<file path="src/design/bcc_map.svh">
/*
   Register map, field positions, reset values and timing counts of the
   base timer capture/compare group.
   Assumes a 32-bit APB slave port with an 8-bit byte address.
*/
`ifndef BCC_MAP_SVH
`define BCC_MAP_SVH

// =====================================================================
// Address decode: region in paddr[7:5], word index in paddr[4:2]
`define BCC_REGION_SCALAR   3'h0
`define BCC_REGION_CAPCFG   3'h1
`define BCC_REGION_CAPVAL   3'h2
`define BCC_REGION_CMPVAL   3'h3
`define BCC_IDX_CTRL        3'h0
`define BCC_IDX_TIMER       3'h1
`define BCC_IDX_STATUS      3'h2
`define BCC_IDX_MASK        3'h3
`define BCC_IDX_CMPMODE     3'h4

// =====================================================================
// Control register fields
`define BCC_CTRL_GSTART     0
`define BCC_CTRL_CSTART     1
`define BCC_CTRL_RSTSRC_LO  2
`define BCC_CTRL_PINSEL     4
`define BCC_CTRL_CNTSRC     5
`define BCC_CTRL_W          6

// Capture channel configuration fields
`define BCC_CAP_EDGE_LO     0
`define BCC_CAP_FILT_EN     2
`define BCC_CAP_FILT_TICK   3
`define BCC_CAP_PRE_EN      4
`define BCC_CAP_PRE_LO      8

// Compare mode nibble fields, four bits per channel
`define BCC_CMP_MODE_LO     0
`define BCC_CMP_INV         2
`define BCC_CMP_DEFAULT     3
`define BCC_CMP_NIBBLE      4

// Status and mask layout: captures low byte, compare matches next byte
`define BCC_STAT_CAP_LO     0
`define BCC_STAT_CMP_LO     8

// =====================================================================
// Sizes, reset values and timing counts
`define BCC_CAP_CHANNELS    8
`define BCC_CMP_CHANNELS    8
`define BCC_STATE_RESET     '0
`define BCC_TIMER_ZERO      16'h0000
`define BCC_FILTER_AGREE    3'h7
`define BCC_FILTER_NONE     3'h0
`define BCC_CMP0_RST_CLOCKS 2

`endif

</file>
<file path="src/design/bcc_pkg.sv">
/*
   Types of the base timer capture/compare group: modes, sources and the
   packed state records of the group and of one capture channel.
   Assumes bcc_map.svh for sizes.
*/
`include "bcc_map.svh"

package bcc_pkg;

   // ==================================================================
   // Modes and sources
   typedef enum logic [1:0] {
      BCC_RST_OVF   = 2'h0,
      BCC_RST_CMP0  = 2'h1,
      BCC_RST_PIN   = 2'h2,
      BCC_RST_GROUP = 2'h3
   } bcc_rst_src_t;

   typedef enum logic [1:0] {
      BCC_EDGE_OFF  = 2'h0,
      BCC_EDGE_RISE = 2'h1,
      BCC_EDGE_FALL = 2'h2,
      BCC_EDGE_BOTH = 2'h3
   } bcc_edge_t;

   typedef enum logic [1:0] {
      BCC_WAVE_SINGLE = 2'h0,
      BCC_WAVE_INVERT = 2'h1,
      BCC_WAVE_SR     = 2'h2,
      BCC_WAVE_OFF    = 2'h3
   } bcc_wave_mode_t;

   // ==================================================================
   // State records
   typedef struct packed {
      logic [2:0]  samples;
      logic        filtLvl;
      logic        prevLvl;
      logic [7:0]  preCnt;
   } bcc_cap_state_t;

   typedef struct packed {
      logic [31:0]                             prdata;
      logic                                    pready;
      logic                                    pslverr;
      logic                                    irq;
      logic [`BCC_CTRL_W-1:0]                  ctrl;
      logic [15:0]                             status;
      logic [15:0]                             mask;
      logic [31:0]                             cmpMode;
      logic [`BCC_CAP_CHANNELS-1:0][15:0]      capCfg;
      logic [`BCC_CAP_CHANNELS-1:0][15:0]      capVal;
      logic [`BCC_CMP_CHANNELS-1:0][15:0]      cmpVal;
      logic [15:0]                             timer;
      logic                                    phaseAPrev;
      logic                                    cmp0Dly;
      logic [`BCC_CMP_CHANNELS-1:0]            eqPrev;
      logic                                    zeroPrev;
      logic [`BCC_CMP_CHANNELS-1:0]            level;
      logic [`BCC_CMP_CHANNELS-1:0]            waveOut;
   } bcc_state_t;

endpackage

</file>
<file path="src/design/bcc_capture_chan.sv">
/*
   One capture channel: optional three-sample digital filter, edge
   selection and trigger prescaler. Emits a one-cycle capture strobe.
   Assumes the trigger input is synchronous to clk.
*/
`timescale 1ns/10ps
`include "bcc_map.svh"

module bcc_capture_chan (
   input  wire logic             clk,
   input  wire logic             rst,
   input  wire logic             trigIn,
   input  wire logic             countTick,
   input  wire bcc_pkg::bcc_edge_t edgeSel,
   input  wire logic             filtEn,
   input  wire logic             filtOnTick,
   input  wire logic             preEn,
   input  wire logic [7:0]       preVal,
   output logic                  captureStrobe
);
   import bcc_pkg::*;

   bcc_cap_state_t s;
   bcc_cap_state_t n;
   logic           lvl;
   logic           edgeHit;

   // ==================================================================
   // Filter, edge and prescaler
   always_comb begin
      n = s;
      if (!filtOnTick || countTick) begin
         n.samples = {s.samples[1:0], trigIn};
      end
      if (s.samples == `BCC_FILTER_AGREE) begin
         n.filtLvl = 1'b1;
      end else if (s.samples == `BCC_FILTER_NONE) begin
         n.filtLvl = 1'b0;
      end
      lvl = filtEn ? s.filtLvl : trigIn;
      n.prevLvl = lvl;
      unique case (edgeSel)
         BCC_EDGE_RISE: edgeHit = lvl & ~s.prevLvl;
         BCC_EDGE_FALL: edgeHit = ~lvl & s.prevLvl;
         BCC_EDGE_BOTH: edgeHit = lvl ^ s.prevLvl;
         BCC_EDGE_OFF:  edgeHit = 1'b0;
      endcase
      captureStrobe = edgeHit & (~preEn | (s.preCnt == 8'h00));
      if (!preEn) begin
         n.preCnt = 8'h00;
      end else if (edgeHit) begin
         n.preCnt = (s.preCnt == 8'h00) ? preVal : s.preCnt - 8'h01;
      end
   end

   always_ff @(posedge clk) begin
      if (rst) begin
         s <= `BCC_STATE_RESET;
      end else begin
         s <= n;
      end
   end
endmodule // bcc_capture_chan

</file>
<file path="src/design/bcc_timer_group.sv">
/*
   Base timer capture/compare group: 16-bit free-running base timer,
   eight capture channels, eight compare channels with waveform outputs,
   event flags with mask and interrupt, APB register slave.
   Assumes all inputs synchronous to clk; other groups drive
   otherGroupReset as a pulse or level on this clock.
*/
// The address map and register access over APB were decided locally.
// Behaviour
// - The base timer is a 16-bit counter that runs freely unless a chosen reset clears it.
// - The timer counts on the undivided clock or on a two-phase pulse input, chosen by software.
// - Software chooses the timer reset source: overflow, compare 0 match or a low pin level.
// - For the pin reset, software picks one of two external interrupt pins.
// - A reset request from another timer group is a further selectable reset source.
// - The timer is held at zero while both the group and the common start bits are 0.
// - Each accepted capture trigger copies the current timer value into that channel's register.
// - Each compare channel except one in off mode or an odd one in set-reset mode changes its waveform when the timer equals its compare value.
// - The group has eight compare channels with single-phase, inverted and set-reset modes.
// - The group stays within 32 capture and 32 compare channels, with its own base timer.
// - With filtering on, a trigger level passes only after three agreeing samples.
// - Single-phase output goes high on a match and low when the timer returns to zero.
// - With compare 0 as reset source, the timer reads zero two clocks after the match.
// - With the prescaler on, a capture is stored once per programmed count plus one triggers.
`timescale 1ns/10ps
`include "bcc_map.svh"

module bcc_timer_group (
   input  wire logic          clk,
   input  wire logic          rst,
   input  wire logic [7:0]    paddr,
   input  wire logic          psel,
   input  wire logic          penable,
   input  wire logic          pwrite,
   input  wire logic [31:0]   pwdata,
   input  wire logic [3:0]    pstrb,
   output logic [31:0]        prdata,
   output logic               pready,
   output logic               pslverr,
   input  wire logic [7:0]    trigIn,
   input  wire logic          phaseA,
   input  wire logic          phaseB,
   input  wire logic          extIrqPinA,
   input  wire logic          extIrqPinB,
   input  wire logic          otherGroupReset,
   output logic [7:0]         waveOut,
   output logic               irq
);
   import bcc_pkg::*;

   bcc_state_t                    s;
   bcc_state_t                    n;
   logic [31:0]                   rdata;
   logic                          hit;
   logic [31:0]                   wmask;
   logic [31:0]                   merged;
   logic                          setupPhase;
   logic                          accessDone;
   logic                          groupTimerStartBit;
   logic                          commonTimerStartBit;
   logic                          running;
   logic                          baseTimerCountClock;
   logic                          pinLow;
   bcc_rst_src_t                  rstSrc;
   logic [`BCC_CMP_CHANNELS-1:0]  eqNow;
   logic [`BCC_CMP_CHANNELS-1:0]  cmpEvt;
   logic                          zeroEvt;
   logic [`BCC_CAP_CHANNELS-1:0]  capStrobe;
   logic [15:0]                   flagSet;
   logic [15:0]                   flagClr;
   bcc_wave_mode_t                wmode;
   logic [15:0]                   statusCur;

   // ==================================================================
   // Control decode
   assign groupTimerStartBit  = s.ctrl[`BCC_CTRL_GSTART];
   assign commonTimerStartBit = s.ctrl[`BCC_CTRL_CSTART];
   assign running  = groupTimerStartBit | commonTimerStartBit;
   assign rstSrc   = bcc_rst_src_t'(s.ctrl[`BCC_CTRL_RSTSRC_LO +: 2]);
   assign pinLow   = s.ctrl[`BCC_CTRL_PINSEL] ? ~extIrqPinB : ~extIrqPinA;
   assign baseTimerCountClock = s.ctrl[`BCC_CTRL_CNTSRC] ?
                                (phaseA & ~s.phaseAPrev) : 1'b1;

   // ==================================================================
   // Capture channels
   genvar gc;
   generate
      for (gc = 0; gc < `BCC_CAP_CHANNELS; gc++) begin : g_cap
         bcc_capture_chan u_cap (
            .clk           (clk),
            .rst           (rst),
            .trigIn        (trigIn[gc]),
            .countTick     (baseTimerCountClock),
            .edgeSel       (bcc_edge_t'(s.capCfg[gc][`BCC_CAP_EDGE_LO +: 2])),
            .filtEn        (s.capCfg[gc][`BCC_CAP_FILT_EN]),
            .filtOnTick    (s.capCfg[gc][`BCC_CAP_FILT_TICK]),
            .preEn         (s.capCfg[gc][`BCC_CAP_PRE_EN]),
            .preVal        (s.capCfg[gc][`BCC_CAP_PRE_LO +: 8]),
            .captureStrobe (capStrobe[gc])
         );
      end
   endgenerate

   // ==================================================================
   // Register read decode
   always_comb begin
      rdata = 32'h0000_0000;
      hit   = (paddr[1:0] == 2'h0);
      unique case (paddr[7:5])
         `BCC_REGION_SCALAR: begin
            unique case (paddr[4:2])
               `BCC_IDX_CTRL:    rdata = {26'h000_0000, s.ctrl};
               `BCC_IDX_TIMER:   rdata = {16'h0000, s.timer};
               `BCC_IDX_STATUS:  rdata = {16'h0000, s.status};
               `BCC_IDX_MASK:    rdata = {16'h0000, s.mask};
               `BCC_IDX_CMPMODE: rdata = s.cmpMode;
               default:          hit   = 1'b0;
            endcase
         end
         `BCC_REGION_CAPCFG: rdata = {16'h0000, s.capCfg[paddr[4:2]]};
         `BCC_REGION_CAPVAL: rdata = {16'h0000, s.capVal[paddr[4:2]]};
         `BCC_REGION_CMPVAL: rdata = {16'h0000, s.cmpVal[paddr[4:2]]};
         default:            hit   = 1'b0;
      endcase
   end

   assign wmask  = {{8{pstrb[3]}}, {8{pstrb[2]}}, {8{pstrb[1]}}, {8{pstrb[0]}}};
   assign merged = (rdata & ~wmask) | (pwdata & wmask);
   assign setupPhase = psel & ~penable;
   assign accessDone = psel & penable & s.pready;

   // ==================================================================
   // Next state
   always_comb begin
      n = s;
      wmode = BCC_WAVE_SINGLE;

      // APB: one access cycle after setup, data and error prepared at setup
      n.pready = setupPhase;
      if (setupPhase) begin
         n.prdata  = hit ? rdata : 32'h0000_0000;
         n.pslverr = ~hit;
      end else begin
         n.pslverr = 1'b0;
      end

      // Match and zero events
      for (int k = 0; k < `BCC_CMP_CHANNELS; k++) begin
         eqNow[k] = (s.timer == s.cmpVal[k]);
      end
      cmpEvt  = eqNow & ~s.eqPrev & {`BCC_CMP_CHANNELS{running}};
      zeroEvt = (s.timer == `BCC_TIMER_ZERO) & ~s.zeroPrev & running;
      n.eqPrev     = eqNow;
      n.zeroPrev   = (s.timer == `BCC_TIMER_ZERO);
      n.phaseAPrev = phaseA;
      n.cmp0Dly    = cmpEvt[0] & (rstSrc == BCC_RST_CMP0);

      // Base timer
      if (!running) begin
         n.timer = `BCC_TIMER_ZERO;
      end else if (rstSrc == BCC_RST_PIN && pinLow) begin
         n.timer = `BCC_TIMER_ZERO;
      end else if (rstSrc == BCC_RST_GROUP && otherGroupReset) begin
         n.timer = `BCC_TIMER_ZERO;
      end else if (s.cmp0Dly) begin
         n.timer = `BCC_TIMER_ZERO;
      end else if (baseTimerCountClock) begin
         if (s.ctrl[`BCC_CTRL_CNTSRC] && phaseB) begin
            n.timer = s.timer - 16'h0001;
         end else begin
            n.timer = s.timer + 16'h0001;
         end
      end

      // Captures
      for (int j = 0; j < `BCC_CAP_CHANNELS; j++) begin
         if (capStrobe[j]) begin
            n.capVal[j] = s.timer;
         end
      end

      // Waveform outputs
      for (int k = 0; k < `BCC_CMP_CHANNELS; k++) begin
         wmode = bcc_wave_mode_t'(s.cmpMode[k*`BCC_CMP_NIBBLE + `BCC_CMP_MODE_LO +: 2]);
         if (!running) begin
            n.level[k] = s.cmpMode[k*`BCC_CMP_NIBBLE + `BCC_CMP_DEFAULT];
         end else begin
            unique case (wmode)
               BCC_WAVE_SINGLE: begin
                  if (cmpEvt[k]) begin
                     n.level[k] = 1'b1;
                  end else if (zeroEvt) begin
                     n.level[k] = 1'b0;
                  end
               end
               BCC_WAVE_INVERT: begin
                  if (cmpEvt[k]) begin
                     n.level[k] = ~s.level[k];
                  end
               end
               BCC_WAVE_SR: begin
                  if (k % 2 == 0) begin
                     if (cmpEvt[k]) begin
                        n.level[k] = 1'b1;
                     end else if (cmpEvt[k | 1] || zeroEvt) begin
                        n.level[k] = 1'b0;
                     end
                  end
               end
               BCC_WAVE_OFF: n.level[k] = s.level[k];
            endcase
         end
         n.waveOut[k] = n.level[k] ^ s.cmpMode[k*`BCC_CMP_NIBBLE + `BCC_CMP_INV];
      end

      // Register writes, taken at the completing access edge
      flagClr = 16'h0000;
      if (accessDone && pwrite && hit) begin
         unique case (paddr[7:5])
            `BCC_REGION_SCALAR: begin
               unique case (paddr[4:2])
                  `BCC_IDX_CTRL:    n.ctrl    = merged[`BCC_CTRL_W-1:0];
                  `BCC_IDX_STATUS:  flagClr   = pwdata[15:0] & wmask[15:0];
                  `BCC_IDX_MASK:    n.mask    = merged[15:0];
                  `BCC_IDX_CMPMODE: n.cmpMode = merged;
                  default:          n.ctrl    = s.ctrl;
               endcase
            end
            `BCC_REGION_CAPCFG: n.capCfg[paddr[4:2]] = merged[15:0];
            `BCC_REGION_CMPVAL: n.cmpVal[paddr[4:2]] = merged[15:0];
            default:            n.ctrl = s.ctrl;
         endcase
      end

      // Sticky flags: a new event wins over a clear in the same cycle
      flagSet  = {cmpEvt, capStrobe};
      n.status = (s.status & ~flagClr) | flagSet;
      n.irq    = |(n.status & n.mask);
   end

   always_ff @(posedge clk) begin
      if (rst) begin
         s <= `BCC_STATE_RESET;
      end else begin
         s <= n;
      end
   end

   assign prdata  = s.prdata;
   assign pready  = s.pready;
   assign pslverr = s.pslverr;
   assign waveOut = s.waveOut;
   assign irq     = s.irq;
   assign statusCur = s.status;
endmodule // bcc_timer_group

</file>
<file path="config.mk">
export PLATFORM = sky130hd
export DESIGN_NAME = bcc_timer_group
export DESIGN_NICKNAME = d
export VERILOG_FILES = /design/src/design/bcc_pkg.sv /design/src/design/bcc_capture_chan.sv /design/src/design/bcc_timer_group.sv
export VERILOG_INCLUDE_DIRS = /design/src /design/src/design
export SDC_FILE = /design/constraint.sdc
export NUM_CORES = 2
export LEC_CHECK = 0
export CAP_MARGIN = 0
export CORE_ASPECT_RATIO = 2
export CORE_MARGIN = 2
export CORE_UTILIZATION = 40
export DETAILED_ROUTE_END_ITERATION = 10
export DONT_BUFFER_PORTS = 1
export SLEW_MARGIN = 20
export SYNTH_ARGS = -nofsm -noshare
export SYNTH_HDL_FRONTEND = slang
export SYNTH_SLANG_ARGS = --single-unit
</file>
<file path="constraint.sdc">
create_clock -name clk -period 2.9 [get_ports clk]
set_input_delay 0.725 -clock clk [delete_from_list [all_inputs] [get_ports clk]]
set_output_delay 0.725 -clock clk [all_outputs]
set_load 0.03 [all_outputs]
</file>
; ---- Word-level counts from Yosys, hierarchy flattened
; Cells that the tools add are included.
[totals]
word_cells = 458
ff_bits = 636
[classes]
magnitude_cmp = 2
n_reduce_logical = 87
n_eq_ne = 66
bitwise = 108
addsub = 10
mux = 114
[ops]
columns = cell, n
row1 = $bwmux 128, 2
row2 = $mux 176, 1
row3 = $pmux 32 s5, 1
row4 = $bmux 16 s3, 3
row5 = $mux 16, 9
row6 = $eq 16x16->1, 8
row7 = $mux 128, 1
row8 = $pmux 32 s4, 1
row9 = $mux 1, 67
row10 = $and 32x32->32, 2
row11 = $logic_not 8->1, 8
row12 = $mux 32, 2
row13 = $mux 8, 8
row14 = $sub 8x1->8 const B, 8
row15 = $eq 2x2->1 const B, 26
row16 = $and 16x16->16, 3
row17 = $demux 16 s3, 1
row18 = $mux 48, 1
row19 = $pmux 1 s4, 12
row20 = $not 1->1, 40
row21 = $eq 2x1->1 const B, 17
row22 = $logic_not 2->1, 17
row23 = $not 32->32, 1
row24 = $or 32x32->32, 1
row25 = 27 further kinds, 147

; ---- Depth between registers and ports, before layout
[logic_depth]
ltp_word = 11
ltp_mapped = 14
mapped_depth_nobuf = 12

; ---- Hierarchy
; A second synthesis with hierarchy kept.
[hier_totals]
cells_unflattened = 3779
hier_area_um2 = 32707.6
[modules_own_cells]
columns = mod, n_inst, area_each_um2, cells_each, seq_area_each_um2
row1 = bcc_timer_group, 1, 25781.0, 3019, 10650.2
row2 = bcc_capture_chan, 8, 865.8, 95, 260.2

; ---- Least setup slack after synthesis
; No wires, ideal clock.
[synth_path]
kind = input -> register
start = in paddr[6]
end = reg s (netlist bit irq)
setup_slack_ns = -0.179
stages = 10
required_ns = 2.767
arrival_ns = 2.946
path_cell_list = or3_4 nor4_4 and2_1 clkbuf_1 mux2i_1 a21oi_1 a2111oi_0 a21oi_1 a2111oi_2 a31oi_1
[synth_via]
elab_chain_cells = 10
elab_cells_between_ends = 20
[synth_rtl]
columns = item, line
row1 = "start, declared", bcc_timer_group.sv:30  ; input wire logic [7:0] paddr,
row2 = $eq 3x1->1 or $eq 3x2->1 (tied branches), bcc_timer_group.sv:108  ; unique case (paddr[7:5])
row3 = $reduce_or 3->1 (no line), -
row4 = $pmux 1 s2, bcc_timer_group.sv:108
row5 = $logic_and 1x1->1, bcc_timer_group.sv:217  ; if (accessDone && pwrite && hit) begin
row6 = $mux 16, bcc_timer_group.sv:217
row7 = $not 16->16, bcc_timer_group.sv:236  ; n.status = (s.status & ~flagClr) | flagSet;
row8 = $and 16x16->16, bcc_timer_group.sv:236
row9 = $or 16x16->16, bcc_timer_group.sv:236
row10 = $and 16x16->16 *, bcc_timer_group.sv:237  ; n.irq = |(n.status & n.mask);
row11 = $reduce_or 16->1 *, bcc_timer_group.sv:237
row12 = "end signal, assigned", bcc_timer_group.sv:242  ; s <= `BCC_STATE_RESET;
row13 = "end signal, assigned", bcc_timer_group.sv:244  ; s <= n;
row14 = "end, declared", bcc_timer_group.sv:50  ; bcc_state_t s;
; Every way passes the cells marked *; elsewhere a longest branch is shown, timed or not.
; A chain may end at the register's enable or synchronous reset.

; ---- Worst setup path after layout
[layout_path]
start = reg s[389] in the netlist's numbering
end = reg s (netlist bit irq)
[layout_via]
elab_chain_cells = 10
[layout_rtl]
columns = item, line
row1 = $bmux 16 s3, bcc_timer_group.sv:119  ; `BCC_REGION_CAPCFG: rdata = {16'h0000, s.capCfg[paddr[4:2]]};
row2 = $mux 16 (not written as such), bcc_timer_group.sv:119
row3 = $pmux 32 s4, bcc_timer_group.sv:108
row4 = $and 32x32->32, bcc_timer_group.sv:127  ; assign merged = (rdata & ~wmask) | (pwdata & wmask);
row5 = $or 32x32->32, bcc_timer_group.sv:127
row6 = $mux 16, bcc_timer_group.sv:220  ; unique case (paddr[4:2])
row7 = $mux 48, bcc_timer_group.sv:218  ; unique case (paddr[7:5])
row8 = $mux 176, bcc_timer_group.sv:217
row9 = $and 16x16->16, bcc_timer_group.sv:237
row10 = $reduce_or 16->1, bcc_timer_group.sv:237
; No other way between the ends. The select of a mux whose other input is x is not followed.

==> summary.md <==
| Metric | Value |
|---|---|
| Register Area | `12,700 sq um` |
| WP data required | `3.35 ns` |
| Pre-antenna DRT Iters | `6` |
| Residual DRC | `0` |
| Sink Count | `636` |
| FFs w/ async S/R, synth | `0` |
| CTS tree | `done` |
| Crit path DAT | `3.34 ns` |
| Met2 wire len | `60,000 um` |
| Root Driver | `clkbuf_16` |
| Share of the yosys chip area belonging to registers | `0.406` |
| Xor and xnor fraction of the mapped netlist area | `0.0411` |
| Vias per inst | `5.70` |
| CORE AREA | `77,800 sq um` |
| Top_reg_cell synth | `dfxtp_1` |
| Area share of the largest cell type after synthesis | `0.406` |
| Later-pin clock latency in the skew report | `0.66 ns` |
| Clock Skew | `0.0253 ns` |
| Cts bufs inserted | `57` |
| Critical path's slowest cell | `mux4_2` |
| #FFs+latches synth | `636` |
| Fmax | `0.346 GHz` |
| Post-synth EDFFs | `0` |
| WL/cell | `23.7 um` |
| Grt total ovfl | `0` |
| Hold Fails Final Rpt | `0` |
| Failing checks | `slew limit` |
| Final setup fails | `0` |
| Port Buffers | `0` |
| RSZ-0062 raised after global routing | `true` |
| DRT iter0 DRCs | `2,774` |
| Mux cell area share after synthesis | `0.0965` |
| Top layer in use | `met4` |
| Die X | `202 um` |
| Worst slew margin | `-0.290` |
| PD cells | `476 nW/um^2` |
| Syn avg cell area | `8.06 sq um` |
| Area of the multi-input gates | `17,100 sq um` |
| Family with the most delay on the worst path | `compound AO/OA/AOI/OAI gates` |
| Ys Warns | `0` |
| H-tree levels | `2` |
| Detailed placement HPWL | `85,800 um` |
| Clk slew on worst S/H paths | `0.07 ns` |
| Worst Path Buf+Inv | `0` |
| Max-cap check violation count | `0` |
| Met3 wire length | `7340 um` |
| Status | `finished, violations left` |
| Final core utilization | `0.470` |
| Worst path cell trace | `mux4_2 -> a22oi_1 -> nand2_1 -> a211o_1 -> mux2_2 -> mux2i_1 -> o22ai_1 -> a211oi_1 -> a31oi_1` |
| Drt total wl | `120,000 um` |
| Number of global-route vias before repair | `27,900` |
| Syn Nets | `4,001` |
| Ant diodes | `0` |
| Boundary Pins | `105` |
| Longest Clk Path Bufs | `3` |
| Fin crit period | `2.89 ns` |
| Worst Setup End Kind | `flip-flop` |
| First-pass GRT wire length | `176,000 um` |
| Simple-gate share of the synthesized area | `0.215` |
| Post-synth cell types | `77` |
| Final Cycle Share | `0.997` |
| Post-Place Cells | `4,974` |
| Largest area contributor in the netlist | `dfxtp_1` |
| Syn Inst Count | `3,892` |
| Largest net degree at the start of global routing | `567` |
| Area grow syn2layout | `16.5%` |
| Mapped Area | `31,400 sq um` |
| Initial Util | `0.403` |
| Total track usage | `0.291` |
| Gpl congestion | `1.01` |
| Layout cells sized above 1 | `0.157` |
| Critical setup path kind | `reg2reg` |
| Static leakage | `13.6 nW` |
| Setup tns final | `0 ns` |
| Initial antenna violation count | `2` |
| Fillers | `7,584` |
| Row count | `145` |
| WL met1 | `40,600 um` |
| Final ANT Viol Nets | `0` |
| Detailed-route via count | `28,900` |
| Max Slew Vio Count | `274` |
| Die height | `400 um` |
| Largest family of logic cells by synthesized area | `simple AND/OR/NAND/NOR gates` |
| Max IR drop VDD | `483 uV` |
| Synth Area in Compound Gates | `0.168` |
| Post-Synth Adder-Cell Area | `0.0190` |
| Worst min-delay path class | `in2reg` |
| Nets | `4,114` |
| Max incr delay on CP | `0.49 ns` |
| Slew of the pin with the lowest slew margin | `1.93 ns` |
| Fin cells | `5,079` |
| Startpoint class of the critical path | `flip-flop` |
| Critical-path maximum fanout | `3` |
| Largest cells by area after synthesis | `dfxtp_1, nand2_1, a21oi_1` |
| Die ar. | `80,800 sq um` |
==> Yosys cell counts, drive strengths merged (18+ instances only) <==
cell type / count
a211oi: 23
a21oi: 602
a22oi: 66
and2: 21
buf: 119
clkbuf: 188
dfxtp: 636
ha: 46
inv: 61
mux2: 29
mux2i: 71
mux4: 88
nand2: 1080
nand2b: 19
nand3: 64
nand3b: 18
nor2: 192
nor2b: 37
nor3: 33
nor4: 48
o21ai: 79
o22ai: 22
o31ai: 23
or3: 23
xor2: 137
==> power breakdown <==
| part | internal (mW) | switching, mW | leakage (nW) |
|---|---|---|---|
| clock network | 4.52 | 3.56 | 0.975 |
| registers | 8.76 | 0.0190 | 5.14 |
| logic | 0.233 | 0.326 | 7.52 |
==> through the flow <==
step	area, sq um	setup slack, ns	hold slack (ns)	total power [mW]
2_1_floorplan	31400	-0.0713	0.432	9.46
3_3_place_gp	34500	-0.334	0.438	9.52
3_5_place_dp	34500	-0.332	0.445	9.52
4_1_cts	36400	0.0103	0.193	17.5
5_1_grt	36500	-0.00522	0.164	17.8
6_report	36500	0.00760	0.167	17.4
==> final timing paths <==
kind                  startpoint                  end  slack [ns]  cells after the start
min                          rst  s[286]$_SDFFE_PP0P_        0.17                      1
min reg2reg  s[269]$_SDFFE_PP0P_  s[269]$_SDFFE_PP0P_        0.45                      2
max          s[389]$_SDFFE_PP0P_       irq$_SDFF_PP0_       0.008                      9
max reg2reg  s[389]$_SDFFE_PP0P_       irq$_SDFF_PP0_       0.008                      9
==> routing by layer <==
layer,up-vias,GRT usage
met5,-,0
met4,0,0.260
met3,422,0.0464
met2,1158,0.516
met1,13800,0.294
li1,13500,-
==> cell type report <==
type,count,share of cell area
sequential,636,0.349
clock inverter,18,0.00606
clock buffer,86,0.0478
timing repair buffer,361,0.0892
inverter,62,0.00637
multi-input combinational,2887,0.467
tap,1029,0.0352
==> cell usage in the layout, fill, tap and decap left out, types with 26 or more instances in the layout <==
cell type and instances:
buf_12 43, buf_4 315, dfxtp_1 627, a21oi_1 595, nand2_1 1079, nor2b_1 37, nor2_1 188, mux2i_1 69
nand3_1 64, inv_1 58, nor4_1 39, a22oi_1 65, xor2_1 137, mux4_2 88, mux2_2 26, ha_1 46
o21ai_0 66, clkbuf_16 58
==> state kept, by name, summed over array words and instances, names as in the netlist <==
name                 flops
s                      469
g_cap.u_cap.s          104
prdata                  32
statusCur               16
waveOut                  8
rstSrc                   2
commonTimerStartBit      1
groupTimerStartBit       1
irq                      1
pready                   1
pslverr                  1
==> cell families (layout without fill, tap and decap cells) <==
group / Yosys count / count (layout)
buffers and inverters: 369 / 527
muxes: 188 / 188
DFF: 636 / 636
adders and majority gates: 47 / 47
AOI/OAI and AO/OA: 922 / 922
xor gates and xnor gates: 147 / 147
and+or+nand+nor: 1583 / 1583
==> what timing repair did <==
action                                  CTS  global route
pin swaps                                 0             4
hold buffers                              0             0
gates resized for setup                   4            29
endpoints found under the setup margin    6            12
setup buffers                             0             2
endpoints found under the hold margin     0             0
Power figures use the tool's default switching activity.
